**config.mk**
```make
export PLATFORM = sky130hd
export DESIGN_NAME = ptmr_top
export DESIGN_NICKNAME = d
export VERILOG_FILES = /design/src/logic/ptmr_pkg.sv /design/src/logic/ptmr_divider.sv /design/src/logic/ptmr_top.sv
export VERILOG_INCLUDE_DIRS = /design/src /design/src/logic
export SDC_FILE = /design/constraint.sdc
export NUM_CORES = 1
export LEC_CHECK = 0
export BUFFER_PORTS_ARGS = -buffer_cell sky130_fd_sc_hd__buf_2
export CORE_AREA = 2 2 116 90
export CTS_BUF_LIST = sky130_fd_sc_hd__clkbuf_8
export DETAILED_ROUTE_END_ITERATION = 12
export DIE_AREA = 0 0 118 92
export GPL_ROUTABILITY_DRIVEN = 0
export PLACE_DENSITY = 0.76
export SETUP_SLACK_MARGIN = 0.5
export SLEW_MARGIN = 0
export SYNTH_ARGS = -nofsm -noshare
export SYNTH_HDL_FRONTEND = slang
export SYNTH_SLANG_ARGS = --single-unit
```
**constraint.sdc**
```tcl
create_clock -name hclk -period 6.5 [get_ports hclk]
set_input_delay 0.975 -clock hclk [delete_from_list [all_inputs] [get_ports hclk]]
set_output_delay 0.975 -clock hclk [all_outputs]
set_load 0.02 [all_outputs]
```
**src/logic/ptmr_params.svh**
```systemverilog
// register map, field positions, reset values and timing constants of the period timer
`ifndef PTMR_PARAMS_SVH
`define PTMR_PARAMS_SVH

// register indexes; every offset is a multiple of four, so the byte address is four times these
`define PTMR_IDX_COUNTER 8'h11
`define PTMR_IDX_CONTROL 8'h12
`define PTMR_IDX_LIMIT 8'h92
`define PTMR_IDX_FLAG 8'h0c
`define PTMR_IDX_ENABLE 8'h8c
`define PTMR_IDX_IRQCTL 8'h0b

// field positions
`define PTMR_CTL_PRE_LO 0
`define PTMR_CTL_PRE_HI 1
`define PTMR_CTL_RUN 2
`define PTMR_CTL_POST_LO 3
`define PTMR_CTL_POST_HI 6
`define PTMR_CTL_MASK 8'h7f
`define PTMR_FLAG_MATCH 1
`define PTMR_IRQ_GATE 6

// reset values
`define PTMR_RST_COUNTER 8'h00
`define PTMR_RST_CONTROL 8'h00
`define PTMR_RST_LIMIT 8'hff

// instruction clock is the oscillator divided by four
`define PTMR_INSTR_DIV 4
`define PTMR_PRE_DIV4 4
`define PTMR_PRE_DIV16 16

`endif

```
**src/logic/ptmr_pkg.sv**
```systemverilog
// types shared by the period timer files
package ptmr_pkg;
	typedef logic [7:0] ptmr_byte_t;
	typedef enum logic [1:0] {PTMR_PRE_1, PTMR_PRE_4, PTMR_PRE_16, PTMR_PRE_16B} ptmr_pre_t;
	typedef enum {PTMR_BUS_IDLE, PTMR_BUS_DATA} ptmr_bus_state_t;
endpackage : ptmr_pkg

```
**src/logic/ptmr_divider.sv**
```systemverilog
// programmable modulo counter emitting one pulse every (modulus) input ticks
`timescale 1ns/1ps
module ptmr_divider #(
	parameter int WIDTH = 4
) (
	// clock and reset
	input wire logic hclk,
	input wire logic hresetn,
	// control
	input wire logic clear,
	input wire logic tick,
	input wire logic [WIDTH-1:0] last,
	// result
	output logic pulse
);
	logic [WIDTH-1:0] count;
	logic [WIDTH-1:0] next_count;
	logic next_pulse;

	always_comb
	begin
		next_count = count;
		next_pulse = 1'b0;
		if (clear)
		begin
			next_count = '0;
		end
		else if (tick)
		begin
			if (count >= last)
			begin
				next_count = '0;
				next_pulse = 1'b1;
			end
			else
			begin
				next_count = count + 1'b1;
			end
		end
	end

	always_ff @(posedge hclk or negedge hresetn)
	begin
		if (!hresetn)
		begin
			count <= '0;
			pulse <= 1'b0;
		end
		else
		begin
			count <= next_count;
			pulse <= next_pulse;
		end
	end
endmodule : ptmr_divider

```
**src/logic/ptmr_top.sv**
```systemverilog
// period timer with prescaler, postscaler, interrupt gating and AHB-Lite registers
//
// Chosen here: the AHB-Lite slave port.
`timescale 1ns/1ps
`include "ptmr_params.svh"

// Functional notes
// - an 8-bit counter and an 8-bit period register are both readable and writable.
// - the counter advances from clock/4 through a prescaler of 1, 4 or 16 (00, 01, 1x).
// - each match clocks a postscaler that divides by the postscale field plus one.
// - each postscaler output sets a sticky match flag at bit 1 of the flag register.
// - the counter is cleared by any device reset.
// - prescaler and postscaler counts clear on counter write, control write and reset.
// - a control write leaves the counter value unchanged.
// - the run bit at control bit 2 enables counting; zero stops the timer.
// - the match enable at bit 1 of the enable register gates the flag onto the request.
// - no peripheral interrupt reaches the processor unless bit 6 of irq control is set.
// - the timer output is offered to the serial port as a shift clock source, halved.
// - the timer match serves as the period time base for the capture unit's pwm.
module ptmr_top
	import ptmr_pkg::*;
(
	// clock and reset
	input wire logic hclk,
	input wire logic hresetn,
	// ahb-lite slave
	input wire logic hsel,
	input wire logic [31:0] haddr,
	input wire logic [1:0] htrans,
	input wire logic hwrite,
	input wire logic [2:0] hsize,
	input wire logic [31:0] hwdata,
	input wire logic hready,
	output logic [31:0] hrdata,
	output logic hreadyout,
	output logic hresp,
	// interrupt
	output logic irq,
	// timer outputs to other peripherals
	output logic match_out,
	output logic serial_clk_src,
	output logic pwm_period_reset
);
	import ptmr_pkg::*;

	ptmr_byte_t period_counter;
	ptmr_byte_t timer_control;
	ptmr_byte_t period_limit;
	ptmr_byte_t periph_flag_reg;
	ptmr_byte_t periph_enable_reg;
	ptmr_byte_t irq_control_reg;
	ptmr_byte_t next_period_counter;
	ptmr_byte_t next_timer_control;
	ptmr_byte_t next_period_limit;
	ptmr_byte_t next_periph_flag_reg;
	ptmr_byte_t next_periph_enable_reg;
	ptmr_byte_t next_irq_control_reg;

	// bus data phase capture
	ptmr_bus_state_t bus_state;
	ptmr_bus_state_t next_bus_state;
	logic dp_write;
	logic next_dp_write;
	logic [7:0] dp_index;
	logic [7:0] next_dp_index;
	logic [31:0] next_hrdata;

	logic [1:0] inst_phase;
	logic [1:0] next_inst_phase;
	logic inst_tick;
	logic pre_tick;
	logic post_pulse;
	logic match_evt;
	logic presc_clear;
	logic wr_counter;
	logic wr_control;
	logic wr_limit;
	logic wr_flag;
	logic wr_enable;
	logic wr_irqctl;
	logic [3:0] pre_last;
	logic next_irq;
	logic next_match_out;
	logic next_serial_clk_src;
	logic timer_run;
	logic [1:0] prescale_select;
	logic [3:0] postscale_select;
	logic match_irq_enable;
	logic periph_irq_gate;

	assign timer_run = timer_control[`PTMR_CTL_RUN];
	assign prescale_select = timer_control[`PTMR_CTL_PRE_HI:`PTMR_CTL_PRE_LO];
	assign postscale_select = timer_control[`PTMR_CTL_POST_HI:`PTMR_CTL_POST_LO];
	assign match_irq_enable = periph_enable_reg[`PTMR_FLAG_MATCH];
	assign periph_irq_gate = irq_control_reg[`PTMR_IRQ_GATE];

	// address phase acceptance; the slave is always ready, so writes land one cycle later
	always_comb
	begin
		next_bus_state = PTMR_BUS_IDLE;
		next_dp_write = 1'b0;
		next_dp_index = dp_index;
		if (hsel && hready && htrans[1])
		begin
			next_bus_state = PTMR_BUS_DATA;
			next_dp_write = hwrite;
			next_dp_index = haddr[9:2];
		end
	end

	always_comb
	begin
		wr_counter = 1'b0;
		wr_control = 1'b0;
		wr_limit = 1'b0;
		wr_flag = 1'b0;
		wr_enable = 1'b0;
		wr_irqctl = 1'b0;
		case (bus_state)
			PTMR_BUS_DATA:
			begin
				if (dp_write)
				begin
					wr_counter = (dp_index == `PTMR_IDX_COUNTER);
					wr_control = (dp_index == `PTMR_IDX_CONTROL);
					wr_limit = (dp_index == `PTMR_IDX_LIMIT);
					wr_flag = (dp_index == `PTMR_IDX_FLAG);
					wr_enable = (dp_index == `PTMR_IDX_ENABLE);
					wr_irqctl = (dp_index == `PTMR_IDX_IRQCTL);
				end
			end
			default:
			begin
				wr_counter = 1'b0;
			end
		endcase
	end

	// read data registered at address phase so hrdata comes from a flip-flop
	always_comb
	begin
		next_hrdata = 32'h0000_0000;
		if (hsel && hready && htrans[1] && !hwrite)
		begin
			case (haddr[9:2])
				`PTMR_IDX_COUNTER: next_hrdata = {24'h00_0000, next_period_counter};
				`PTMR_IDX_CONTROL: next_hrdata = {24'h00_0000, next_timer_control};
				`PTMR_IDX_LIMIT: next_hrdata = {24'h00_0000, next_period_limit};
				`PTMR_IDX_FLAG: next_hrdata = {24'h00_0000, next_periph_flag_reg};
				`PTMR_IDX_ENABLE: next_hrdata = {24'h00_0000, next_periph_enable_reg};
				`PTMR_IDX_IRQCTL: next_hrdata = {24'h00_0000, next_irq_control_reg};
				default: next_hrdata = 32'h0000_0000;
			endcase
		end
	end

	// instruction clock: one tick every four bus clocks
	assign next_inst_phase = presc_clear ? 2'h0 : inst_phase + 2'h1;
	assign inst_tick = (inst_phase == 2'(`PTMR_INSTR_DIV - 1)) && !presc_clear;
	// either write restarts the instruction phase too, so the first period is a full one
	assign presc_clear = wr_counter || wr_control;

	always_comb
	begin
		case (ptmr_pre_t'(prescale_select))
			PTMR_PRE_1: pre_last = 4'h0;
			PTMR_PRE_4: pre_last = 4'(`PTMR_PRE_DIV4 - 1);
			default: pre_last = 4'(`PTMR_PRE_DIV16 - 1);
		endcase
	end

	ptmr_divider #(
		.WIDTH(4)
	) u_prescaler (
		.hclk(hclk),
		.hresetn(hresetn),
		.clear(presc_clear),
		.tick(inst_tick && timer_run),
		.last(pre_last),
		.pulse(pre_tick)
	);

	// counter: a bus write takes precedence over counting in the same cycle
	always_comb
	begin
		next_period_counter = period_counter;
		match_evt = 1'b0;
		if (wr_counter)
		begin
			next_period_counter = hwdata[7:0];
		end
		else if (pre_tick && timer_run)
		begin
			if (period_counter == period_limit)
			begin
				next_period_counter = 8'h00;
				match_evt = 1'b1;
			end
			else
			begin
				next_period_counter = period_counter + 8'h01;
			end
		end
	end

	ptmr_divider #(
		.WIDTH(4)
	) u_postscaler (
		.hclk(hclk),
		.hresetn(hresetn),
		.clear(presc_clear),
		.tick(match_evt),
		.last(postscale_select),
		.pulse(post_pulse)
	);

	always_comb
	begin
		next_timer_control = wr_control ? (hwdata[7:0] & `PTMR_CTL_MASK) : timer_control;
		next_period_limit = wr_limit ? hwdata[7:0] : period_limit;
		next_periph_enable_reg = wr_enable ? hwdata[7:0] : periph_enable_reg;
		next_irq_control_reg = wr_irqctl ? hwdata[7:0] : irq_control_reg;
		next_periph_flag_reg = periph_flag_reg;
		if (wr_flag)
		begin
			next_periph_flag_reg = periph_flag_reg & ~hwdata[7:0];
		end
		// set wins over a same-cycle write-one-to-clear
		if (post_pulse)
		begin
			next_periph_flag_reg[`PTMR_FLAG_MATCH] = 1'b1;
		end
		next_irq = periph_irq_gate && |(periph_flag_reg & periph_enable_reg);
		next_match_out = match_evt;
		next_serial_clk_src = match_evt ? !serial_clk_src : serial_clk_src;
	end

	always_ff @(posedge hclk or negedge hresetn)
	begin
		if (!hresetn)
		begin
			period_counter <= `PTMR_RST_COUNTER;
			timer_control <= `PTMR_RST_CONTROL;
			period_limit <= `PTMR_RST_LIMIT;
			periph_flag_reg <= 8'h00;
			periph_enable_reg <= 8'h00;
			irq_control_reg <= 8'h00;
			bus_state <= PTMR_BUS_IDLE;
			dp_write <= 1'b0;
			dp_index <= 8'h00;
			hrdata <= 32'h0000_0000;
			inst_phase <= 2'h0;
			irq <= 1'b0;
			match_out <= 1'b0;
			serial_clk_src <= 1'b0;
		end
		else
		begin
			period_counter <= next_period_counter;
			timer_control <= next_timer_control;
			period_limit <= next_period_limit;
			periph_flag_reg <= next_periph_flag_reg;
			periph_enable_reg <= next_periph_enable_reg;
			irq_control_reg <= next_irq_control_reg;
			bus_state <= next_bus_state;
			dp_write <= next_dp_write;
			dp_index <= next_dp_index;
			hrdata <= next_hrdata;
			inst_phase <= next_inst_phase;
			irq <= next_irq;
			match_out <= next_match_out;
			serial_clk_src <= next_serial_clk_src;
		end
	end

	// zero-wait slave, always OKAY
	always_ff @(posedge hclk or negedge hresetn)
	begin
		if (!hresetn)
		begin
			hreadyout <= 1'b1;
			hresp <= 1'b0;
			pwm_period_reset <= 1'b0;
		end
		else
		begin
			hreadyout <= 1'b1;
			hresp <= 1'b0;
			pwm_period_reset <= next_match_out;
		end
	end

	// checks
	chk_ctl_keeps_count: assert property (@(posedge hclk) disable iff (!hresetn)
		wr_control && !(pre_tick && timer_run) |=> $stable(period_counter))
		else $error("control write disturbed counter");
	chk_wrap_at_limit: assert property (@(posedge hclk) disable iff (!hresetn)
		match_evt |=> period_counter == 8'h00)
		else $error("counter did not wrap on match");
	chk_stopped_hold: assert property (@(posedge hclk) disable iff (!hresetn)
		!timer_run && !wr_counter |=> $stable(period_counter))
		else $error("stopped timer moved");
	chk_flag_set: assert property (@(posedge hclk) disable iff (!hresetn)
		post_pulse |=> periph_flag_reg[`PTMR_FLAG_MATCH])
		else $error("match flag not set");
	chk_irq_gate: assert property (@(posedge hclk) disable iff (!hresetn)
		!periph_irq_gate |=> !irq)
		else $error("irq passed closed gate");
	chk_irq_enable: assert property (@(posedge hclk) disable iff (!hresetn)
		periph_irq_gate && periph_flag_reg[1] && match_irq_enable |=> irq)
		else $error("enabled flag gave no irq");
	chk_presc_one: assert property (@(posedge hclk) disable iff (!hresetn)
		timer_run && prescale_select == 2'b00 && inst_tick && !presc_clear |=> pre_tick)
		else $error("prescale 1 missed a tick");
	chk_serial_half: assert property (@(posedge hclk) disable iff (!hresetn)
		match_evt |=> serial_clk_src != $past(serial_clk_src))
		else $error("serial source did not toggle");
	chk_limit_write: assert property (@(posedge hclk) disable iff (!hresetn)
		wr_limit |=> period_limit == $past(hwdata[7:0]))
		else $error("limit write lost");
	chk_cnt_write: assert property (@(posedge hclk) disable iff (!hresetn)
		wr_counter |=> period_counter == $past(hwdata[7:0]))
		else $error("counter write lost");
	chk_scaler_clear: assert property (@(posedge hclk) disable iff (!hresetn)
		presc_clear |=> !pre_tick && !post_pulse && inst_phase == 2'h0)
		else $error("scalers not cleared by write");
	chk_pwm_follow: assert property (@(posedge hclk) disable iff (!hresetn)
		match_evt |=> match_out && pwm_period_reset)
		else $error("match not passed to outputs");
	chk_flag_sticky: assert property (@(posedge hclk) disable iff (!hresetn)
		periph_flag_reg[`PTMR_FLAG_MATCH] && !wr_flag |=> periph_flag_reg[`PTMR_FLAG_MATCH])
		else $error("match flag dropped by itself");
	chk_irq_masked: assert property (@(posedge hclk) disable iff (!hresetn)
		!(|(periph_flag_reg & periph_enable_reg)) |=> !irq)
		else $error("irq without enabled flag");
	cov_match: cover property (@(posedge hclk) disable iff (!hresetn) match_evt);
	cov_irq: cover property (@(posedge hclk) disable iff (!hresetn) $rose(irq));
	cov_flag_clr: cover property (@(posedge hclk) disable iff (!hresetn)
		wr_flag && periph_flag_reg[1]);
	cov_post_max: cover property (@(posedge hclk) disable iff (!hresetn)
		post_pulse && postscale_select == 4'hf);
	cov_presc_16: cover property (@(posedge hclk) disable iff (!hresetn)
		pre_tick && prescale_select[1]);
endmodule : ptmr_top

```
==> flow_metrics.env, run 1 <==
export IMPL_relSlewSlack=0.343
export IMPL_num_io_pins=112
export IMPL_crit_fanout=8
export IMPL_root_buffer="clkbuf_8"
export IMPL_grt_usage=0.180
export IMPL_drtIter0Drc=243
export IMPL_slowest_stage="nor3_2"
export IMPL_finalNetCount=499
export IMPL_clk_latency_ns=0.35
export IMPL_die_w_um=118
export IMPL_initial_core_util=0.434
export IMPL_finalWirelength_um=9260
export IMPL_status="completed"
export IMPL_r2r_start="timer_control[1]"
export IMPL_cp_arrival_ns=2.88
export IMPL_p_switching_w=0.000296
export IMPL_crit_chain="buf_2, or4b_4, nor3_2, a22oi_1, a41oi_1"
export IMPL_clock_sinks=81
export IMPL_tightest_slew_ns=0.986
export IMPL_viasPerCell=5.38
export IMPL_finClkSkew_ns=0.00930
export IMPL_clkPwrFrac=0.334
export IMPL_p_int_w=0.000803
export IMPL_yosys_most_used_dff="dfrtp_1"
export IMPL_yosysSeqAreaShare=0.475
export IMPL_grt_pass1_wl_um=15200
export IMPL_setup_viol=0
export IMPL_hold_class="flip-flop to flip-flop"
export IMPL_nFillCells=907
export IMPL_critPathLaunchType="primary input"
export IMPL_syn_mean_instance_area_um2=11.4
export IMPL_ant_nets=0
export IMPL_synth_cells=377
export IMPL_finalHoldViolations=0
export IMPL_tns_ns=0
export IMPL_worstSetupPathType="primary input to flip-flop"
export IMPL_synth_edf_count=0
export IMPL_drive_gt1_frac=0.275
export IMPL_finalPower_w=0.00110
export IMPL_cp_startpoint="haddr[4]"
export IMPL_yosysUniqueCellTypes=68
export IMPL_post_cts_buffers=0
export IMPL_fin_cells=554
export IMPL_grt_setup_unrepaired="no"
export IMPL_p_per_area_nw_per_um2=235
export IMPL_grt_pass1_vias=2948
export IMPL_wl_per_cell_um=16.7
export IMPL_h_tree_depth=3
export IMPL_rows=32
export IMPL_path_delay_family="simple AND/OR/NAND/NOR gates"
export IMPL_grt_overflow=0
export IMPL_route_detailed_drc=0
export IMPL_yosys_register_bits=81
export IMPL_crit_end="hrdata[1]"
export IMPL_netlist_area_um2=4290
export IMPL_p_leak_nw=2.15
export IMPL_final_util=0.473
export IMPL_worst_path_buf_inv=1
export IMPL_synth_warnings=0
export IMPL_fmax_mhz=380
export IMPL_comb_power_share=0.139
export IMPL_end_kind="flip-flop"
export IMPL_antenna_cells=0
export IMPL_slowest_delay_ns=0.70
export IMPL_synthToLayoutAreaGrowth_pct=9.04
export IMPL_die_h_um=92
export IMPL_dp_cells=538
export IMPL_ff2ff_setup_slack_ns=4.15
export IMPL_cts_tree="yes"
export IMPL_cts_path_max_buffers=2
export IMPL_whs_path_depth=1
export IMPL_design_die_area_um2=10900
export IMPL_grt_start_max_net_pins=82
export IMPL_finalCriticalPeriod_ns=2.63
export IMPL_drv_slew=0
export IMPL_synthArstFlopShare=1.00
export IMPL_reg2reg_to="u_prescaler.count[2]"
export IMPL_worstRegToRegCells=8
export IMPL_antenna_found_initial=0
export IMPL_dr_pass1_iters=7
export IMPL_power_frac_seq=0.526
export IMPL_switching_share=0.269
export IMPL_min_period_over_period=0.405
export IMPL_cts_hold_buffers=0
export IMPL_path_clk_slew_ns=0.08
export IMPL_hpwlAfterDp_um=6610
export IMPL_vdd_drop_max_v=0.000113
export IMPL_hold_ws_ns=0.444
export IMPL_cts_buffers=9
export IMPL_crit_cells=5
export IMPL_core_um2=9890
export IMPL_via_count=2978
export IMPL_cts_resized=0
export IMPL_portBuffers=33
export IMPL_cp_data_required_time_ns=6.75
export IMPL_drv_cap=0
-- logic make-up after synthesis --
kind of cell / synth area share
and+or+nand+nor: 0.167
other: 0.00175
xor gates and xnor gates: 0.0327
AOI/OAI and AO/OA: 0.115
buffers and inverters: 0.0688
adders and majority gates: 0.0350
muxes: 0.105
DFF: 0.475
-- metal layers --
metal	track usage	wire length, µm	part of all wire
met1	0.242	4290	0.46
met4	0.0482	150	0.016
met3	0.0647	647	0.070
met5	0	0	0
met2	0.278	4180	0.45
-- worst min-delay path by stage --
stage / from / to / slack (ns)
5_1_grt: inst_phase[0] / inst_phase[0] / 0.45
2_1_floorplan: inst_phase[0] / inst_phase[0] / 0.41
3_5_place_dp: inst_phase[0] / inst_phase[0] / 0.44
6_report: inst_phase[0] / inst_phase[0] / 0.44
3_3_place_gp: inst_phase[0] / inst_phase[0] / 0.42
4_1_cts: inst_phase[0] / inst_phase[0] / 0.45
-- worst register-to-register path, stage by stage (launching register included) --
cell      delay, ns
dfrtp_1        0.40
or2_2          0.32
ha_1           0.29
nand2b_1       0.14
a21o_1         0.17
a21o_1         0.18
a2111o_1       0.48
nor3b_2        0.20
a21o_1         0.11
-- area by class of cell --
cell class,count,area (µm²),share of cell area
multi-input cells,273,2050,0.438
clock inverters,5,47.5,0.0102
flip-flops and latches,81,2040,0.436
well taps,136,170,0.0364
clock buffers,11,151,0.0324
inverters,15,56.3,0.0120
repair buffers,33,168,0.0358
-- cell usage after synthesis (3+ instances only) --
cell       n  area [µm²]
a21boi_0   3        22.5
a21o_1     6        45.0
a21oi_1    5        25.0
a22oi_1   11        82.6
a31oi_1    5        31.3
and2_1    12        75.1
and3_1     8        50.1
buf_4     27         203
dfrtp_1   73        1830
dfstp_2    8         210
ha_1      12         150
inv_1     15        56.3
mux2_2    36         405
mux2_4     3        45.0
nand2_1   38         143
nand3_1    7        35.0
nand4_1    7        43.8
nor2_1     6        22.5
nor2b_1    3        18.8
nor3_1     5        25.0
o21ai_0    9        45.0
o31ai_1    5        37.5
xnor2_1    8        70.1
xor2_1     8        70.1
-- power by group through the flow --
stage	Combinational (W)	Sequential, W	Clock, W
after floorplan	0.000124	0.000576	0
after global placement	0.000145	0.000584	0
after detailed placement	0.000152	0.000587	0
after CTS	0.000153	0.000578	0.000378
after global routing	0.000175	0.000585	0.000398
final	0.000153	0.000578	0.000367
-- cells in the final DEF, fill, tap and decap left out, types with 2 or more instances in the layout --
master | synthesis | routed
conb_1 | 2 | 26
xnor2_1 | 8 | 8
a21boi_1 | 2 | 2
clkbuf_8 | 0 | 11
dfstp_2 | 8 | 8
nand2_1 | 38 | 38
buf_2 | 2 | 32
o31ai_1 | 5 | 5
xor2_1 | 8 | 8
and2_1 | 12 | 12
o21ai_0 | 9 | 9
ha_1 | 12 | 12
o221ai_1 | 2 | 2
nand3_1 | 7 | 7
a41oi_1 | 2 | 2
nor3b_1 | 2 | 2
a21oi_1 | 5 | 5
and3_1 | 8 | 8
a22oi_1 | 11 | 11
nand4_1 | 7 | 7
nor3_1 | 5 | 5
a22o_1 | 2 | 2
a221oi_2 | 2 | 2
a31oi_1 | 5 | 5
mux2_2 | 36 | 36
a21o_1 | 6 | 6
nand2b_1 | 2 | 2
mux2_4 | 3 | 3
and4bb_2 | 2 | 2
inv_1 | 15 | 17
nor2b_1 | 3 | 3
o21ba_1 | 2 | 2
nand4_4 | 2 | 2
a21boi_0 | 3 | 3
dfrtp_1 | 73 | 73
clkinv_2 | 0 | 2
nor2_1 | 6 | 6
-- metrics by stage --
stage,setup WS (ns),cell area [µm²]
after detailed placement,3.57,4480
after global routing,3.85,4680
after CTS,3.94,4680
after global placement,3.71,4480
final,3.87,4680
after floorplan,4.23,4380
No activity file was read; power rests on OpenSTA's default activity.
==> inputs of run 2 (changes only) <==
- ABC_AREA: default -> 1
- CORE_AREA: 2 2 116 90 -> 2 2 124 96
- DIE_AREA: 0 0 118 92 -> 0 0 126 98
- PLACE_DENSITY: 0.76 -> 0.74
- clock period: 6.5 -> 2.45 ns (I/O delays scaled with it)
==> run 2 against run 1 <==
Against the previous run:
- total power rose to 2.6 times the previous value
- worst setup slack worse by 3.3 ns
- sequential power increased by 140%
- largest cell class unchanged
- flip-flop and latch count unchanged
- critical endpoint is now hrdata[5]
- critical path type is now flip-flop to flip-flop
- the run now ends with negative hold slack left
==> flow_metrics.env, run 2 <==
export IMPL_drtIter0Drc=482
export IMPL_netlist_top_cells_area="dfrtp_1 (37%), nand2_1 (11%), nand3_1 (8.3%)"
export IMPL_wl_per_cell_um=14.9
export IMPL_portBuffers=33
export IMPL_fin_cells=835
export IMPL_ant_nets=0
export IMPL_finalCriticalPeriod_ns=1.85
export IMPL_drv_slew=0
export IMPL_die_w_um=126
export IMPL_r2r_start="dp_index[2]"
export IMPL_via_count=4351
export IMPL_p_per_area_nw_per_um2=515
export IMPL_tightest_slew_ns=0.628
export IMPL_die_h_um=98
export IMPL_syn_mean_instance_area_um2=7.68
export IMPL_cts_buffers=9
export IMPL_cts_path_max_buffers=2
export IMPL_final_common_cell="nand2_1"
export IMPL_yosysMostFrequentCell="nand2_1"
export IMPL_yosys_register_bits=81
export IMPL_cp_arrival_ns=2.14
export IMPL_path_delay_family="simple AND/OR/NAND/NOR gates"
export IMPL_hpwlAfterDp_um=9390
export IMPL_nFillCells=1091
export IMPL_tns_ns=0
export IMPL_dp_cells=812
export IMPL_worstSetupPathType="flip-flop to flip-flop"
export IMPL_final_cell_mix="nand2_1 (139), inv_1 (91), nand3_1 (81)"
export IMPL_netlist_area_um2=4900
export IMPL_grt_setup_unrepaired="no"
export IMPL_synth_cells=638
export IMPL_finalNetCount=772
export IMPL_viasPerCell=5.21
export IMPL_crit_fanout=15
export IMPL_hold_class="primary input to asynchronous set/reset pin"
export IMPL_yosysUniqueCellTypes=40
export IMPL_finalPower_w=0.00283
export IMPL_status="complete, but fails checks"
export IMPL_grt_start_max_net_pins=44
export IMPL_worst_path_buf_inv=2
export IMPL_cts_hold_buffers=0
export IMPL_grt_pass1_vias=4087
export IMPL_synthToLayoutAreaGrowth_pct=12.4
export IMPL_relSlewSlack=0.579
export IMPL_path_clk_slew_ns=0.08
export IMPL_dr_pass1_iters=5
export IMPL_crit_cells=9
export IMPL_h_tree_depth=3
export IMPL_reg2reg_to="hrdata[5]"
export IMPL_cp_data_required_time_ns=2.73
export IMPL_min_period_over_period=0.756
export IMPL_yosys_most_used_dff="dfrtp_1"
export IMPL_fmax_mhz=540
export IMPL_synthTopCellsByCount="nand2_1 (140), inv_1 (89), nand3_1 (81)"
export IMPL_slowest_delay_ns=0.41
export IMPL_p_leak_nw=2.89
export IMPL_initial_core_util=0.436
export IMPL_slowest_stage="dfrtp_1"
export IMPL_hold_ws_ns=-0.00790
export IMPL_synth_edf_count=0
export IMPL_finClkSkew_ns=0.0122
export IMPL_crit_chain="inv_1, nand2_1, nor3_2, nand2_8, inv_4, nor2_1, nor2_2, nand2_1, a21oi_1"
export IMPL_grt_overflow=0
export IMPL_clk_latency_ns=0.36
export IMPL_final_util=0.490
export IMPL_cts_tree="yes"
export IMPL_yosysTopAreaCellShare=0.373
export IMPL_core_um2=11200
export IMPL_critPathLaunchType="flip-flop"
export IMPL_synth_warnings=0
export IMPL_num_io_pins=112
export IMPL_ff2ff_setup_slack_ns=0.60
export IMPL_crit_end="hrdata[5]"
export IMPL_violations="negative hold slack"
export IMPL_root_buffer="clkbuf_8"
export IMPL_finalHoldViolations=7
export IMPL_rows=34
export IMPL_yosysSeqAreaShare=0.416
export IMPL_route_detailed_drc=0
export IMPL_synthArstFlopShare=1.00
export IMPL_drive_gt1_frac=0.155
export IMPL_grt_pass1_wl_um=20400
export IMPL_design_die_area_um2=12300
export IMPL_clock_sinks=81
export IMPL_cp_startpoint="dp_index[2]"
export IMPL_antenna_found_initial=0
export IMPL_cpMostUsedCell="nand2_1"
export IMPL_yosysTopAreaCell="dfrtp_1"
export IMPL_setup_viol=0
export IMPL_finalWirelength_um=12500
export IMPL_vdd_drop_max_v=0.000360
export IMPL_end_kind="flip-flop"
export IMPL_drv_cap=0
export IMPL_grt_usage=0.209
export IMPL_antenna_cells=0
export IMPL_worstRegToRegCells=9
-- run 2: routing by layer --
metal	up-vias	global-route usage	wire length, µm
li1	2101	-	-
met1	2011	0.298	5710
met2	205	0.320	5470
met3	34	0.0455	989
met4	0	0.0617	284
met5	-	0	0
-- run 2: power by group --
part	leakage, nW	total, W	switching (W)	internal, W
clock network	0.125	0.00113	0.000480	0.000651
registers	1.02	0.00140	0.0000332	0.00137
logic	1.74	0.000301	0.000217	0.0000838
total	2.89	0.00283	0.000731	0.00210
-- run 2: cells by family (layout without fill, tap and decap cells) --
group	Yosys count	in the layout	share of synthesized area
XOR/XNOR	9	9	0.0161
other	2	26	0.00153
adder cells (fa/ha/maj)	12	12	0.0307
AO/OA/AOI/OAI	59	59	0.0710
buffers and inverters	127	156	0.123
AND/OR/NAND/NOR	348	348	0.342
flip-flops	81	81	0.416
-- run 2: area by class of cell --
type                       instances  area [µm²]  area share
inverter                          95         362      0.0657
clock inverter                     4        67.6      0.0123
sequential                        81        2040       0.370
multi-input combinational        454        2400       0.436
clock buffer                      12         165      0.0300
tap                              144         180      0.0327
timing repair buffer              45         295      0.0536
-- run 2: metrics by stage --
step	area [µm²]	setup WS (ns)	hold WS [ns]
final	5500	0.597	-0.00790
after global routing	5500	0.502	0.0232
after CTS	5410	0.528	0.000361
after detailed placement	5140	0.411	0.399
after global placement	5140	0.461	0.397
after floorplan	4990	0.890	0.0719
-- run 2: worst min path at each step --
stage          startpoint            endpoint  slack [ns]  depth (start not counted)
6_report          hresetn  irq_control_reg[1]      -0.008                          1
5_1_grt           hresetn  irq_control_reg[1]        0.02                          1
4_1_cts           hresetn  irq_control_reg[3]      0.0004                          1
3_5_place_dp      hresetn  irq_control_reg[5]        0.40                          1
3_3_place_gp      hresetn  irq_control_reg[4]        0.40                          1
2_1_floorplan     hresetn        bus_state[0]        0.07                          0
-- run 2: repair_timing --
item / in CTS / in global routing
pin swaps: 1 / 3
hold endpoints to repair: 0 / 0
endpoints found under the setup margin: 5 / 15
gates resized for setup: 1 / 9
buffers inserted: 2 / 5
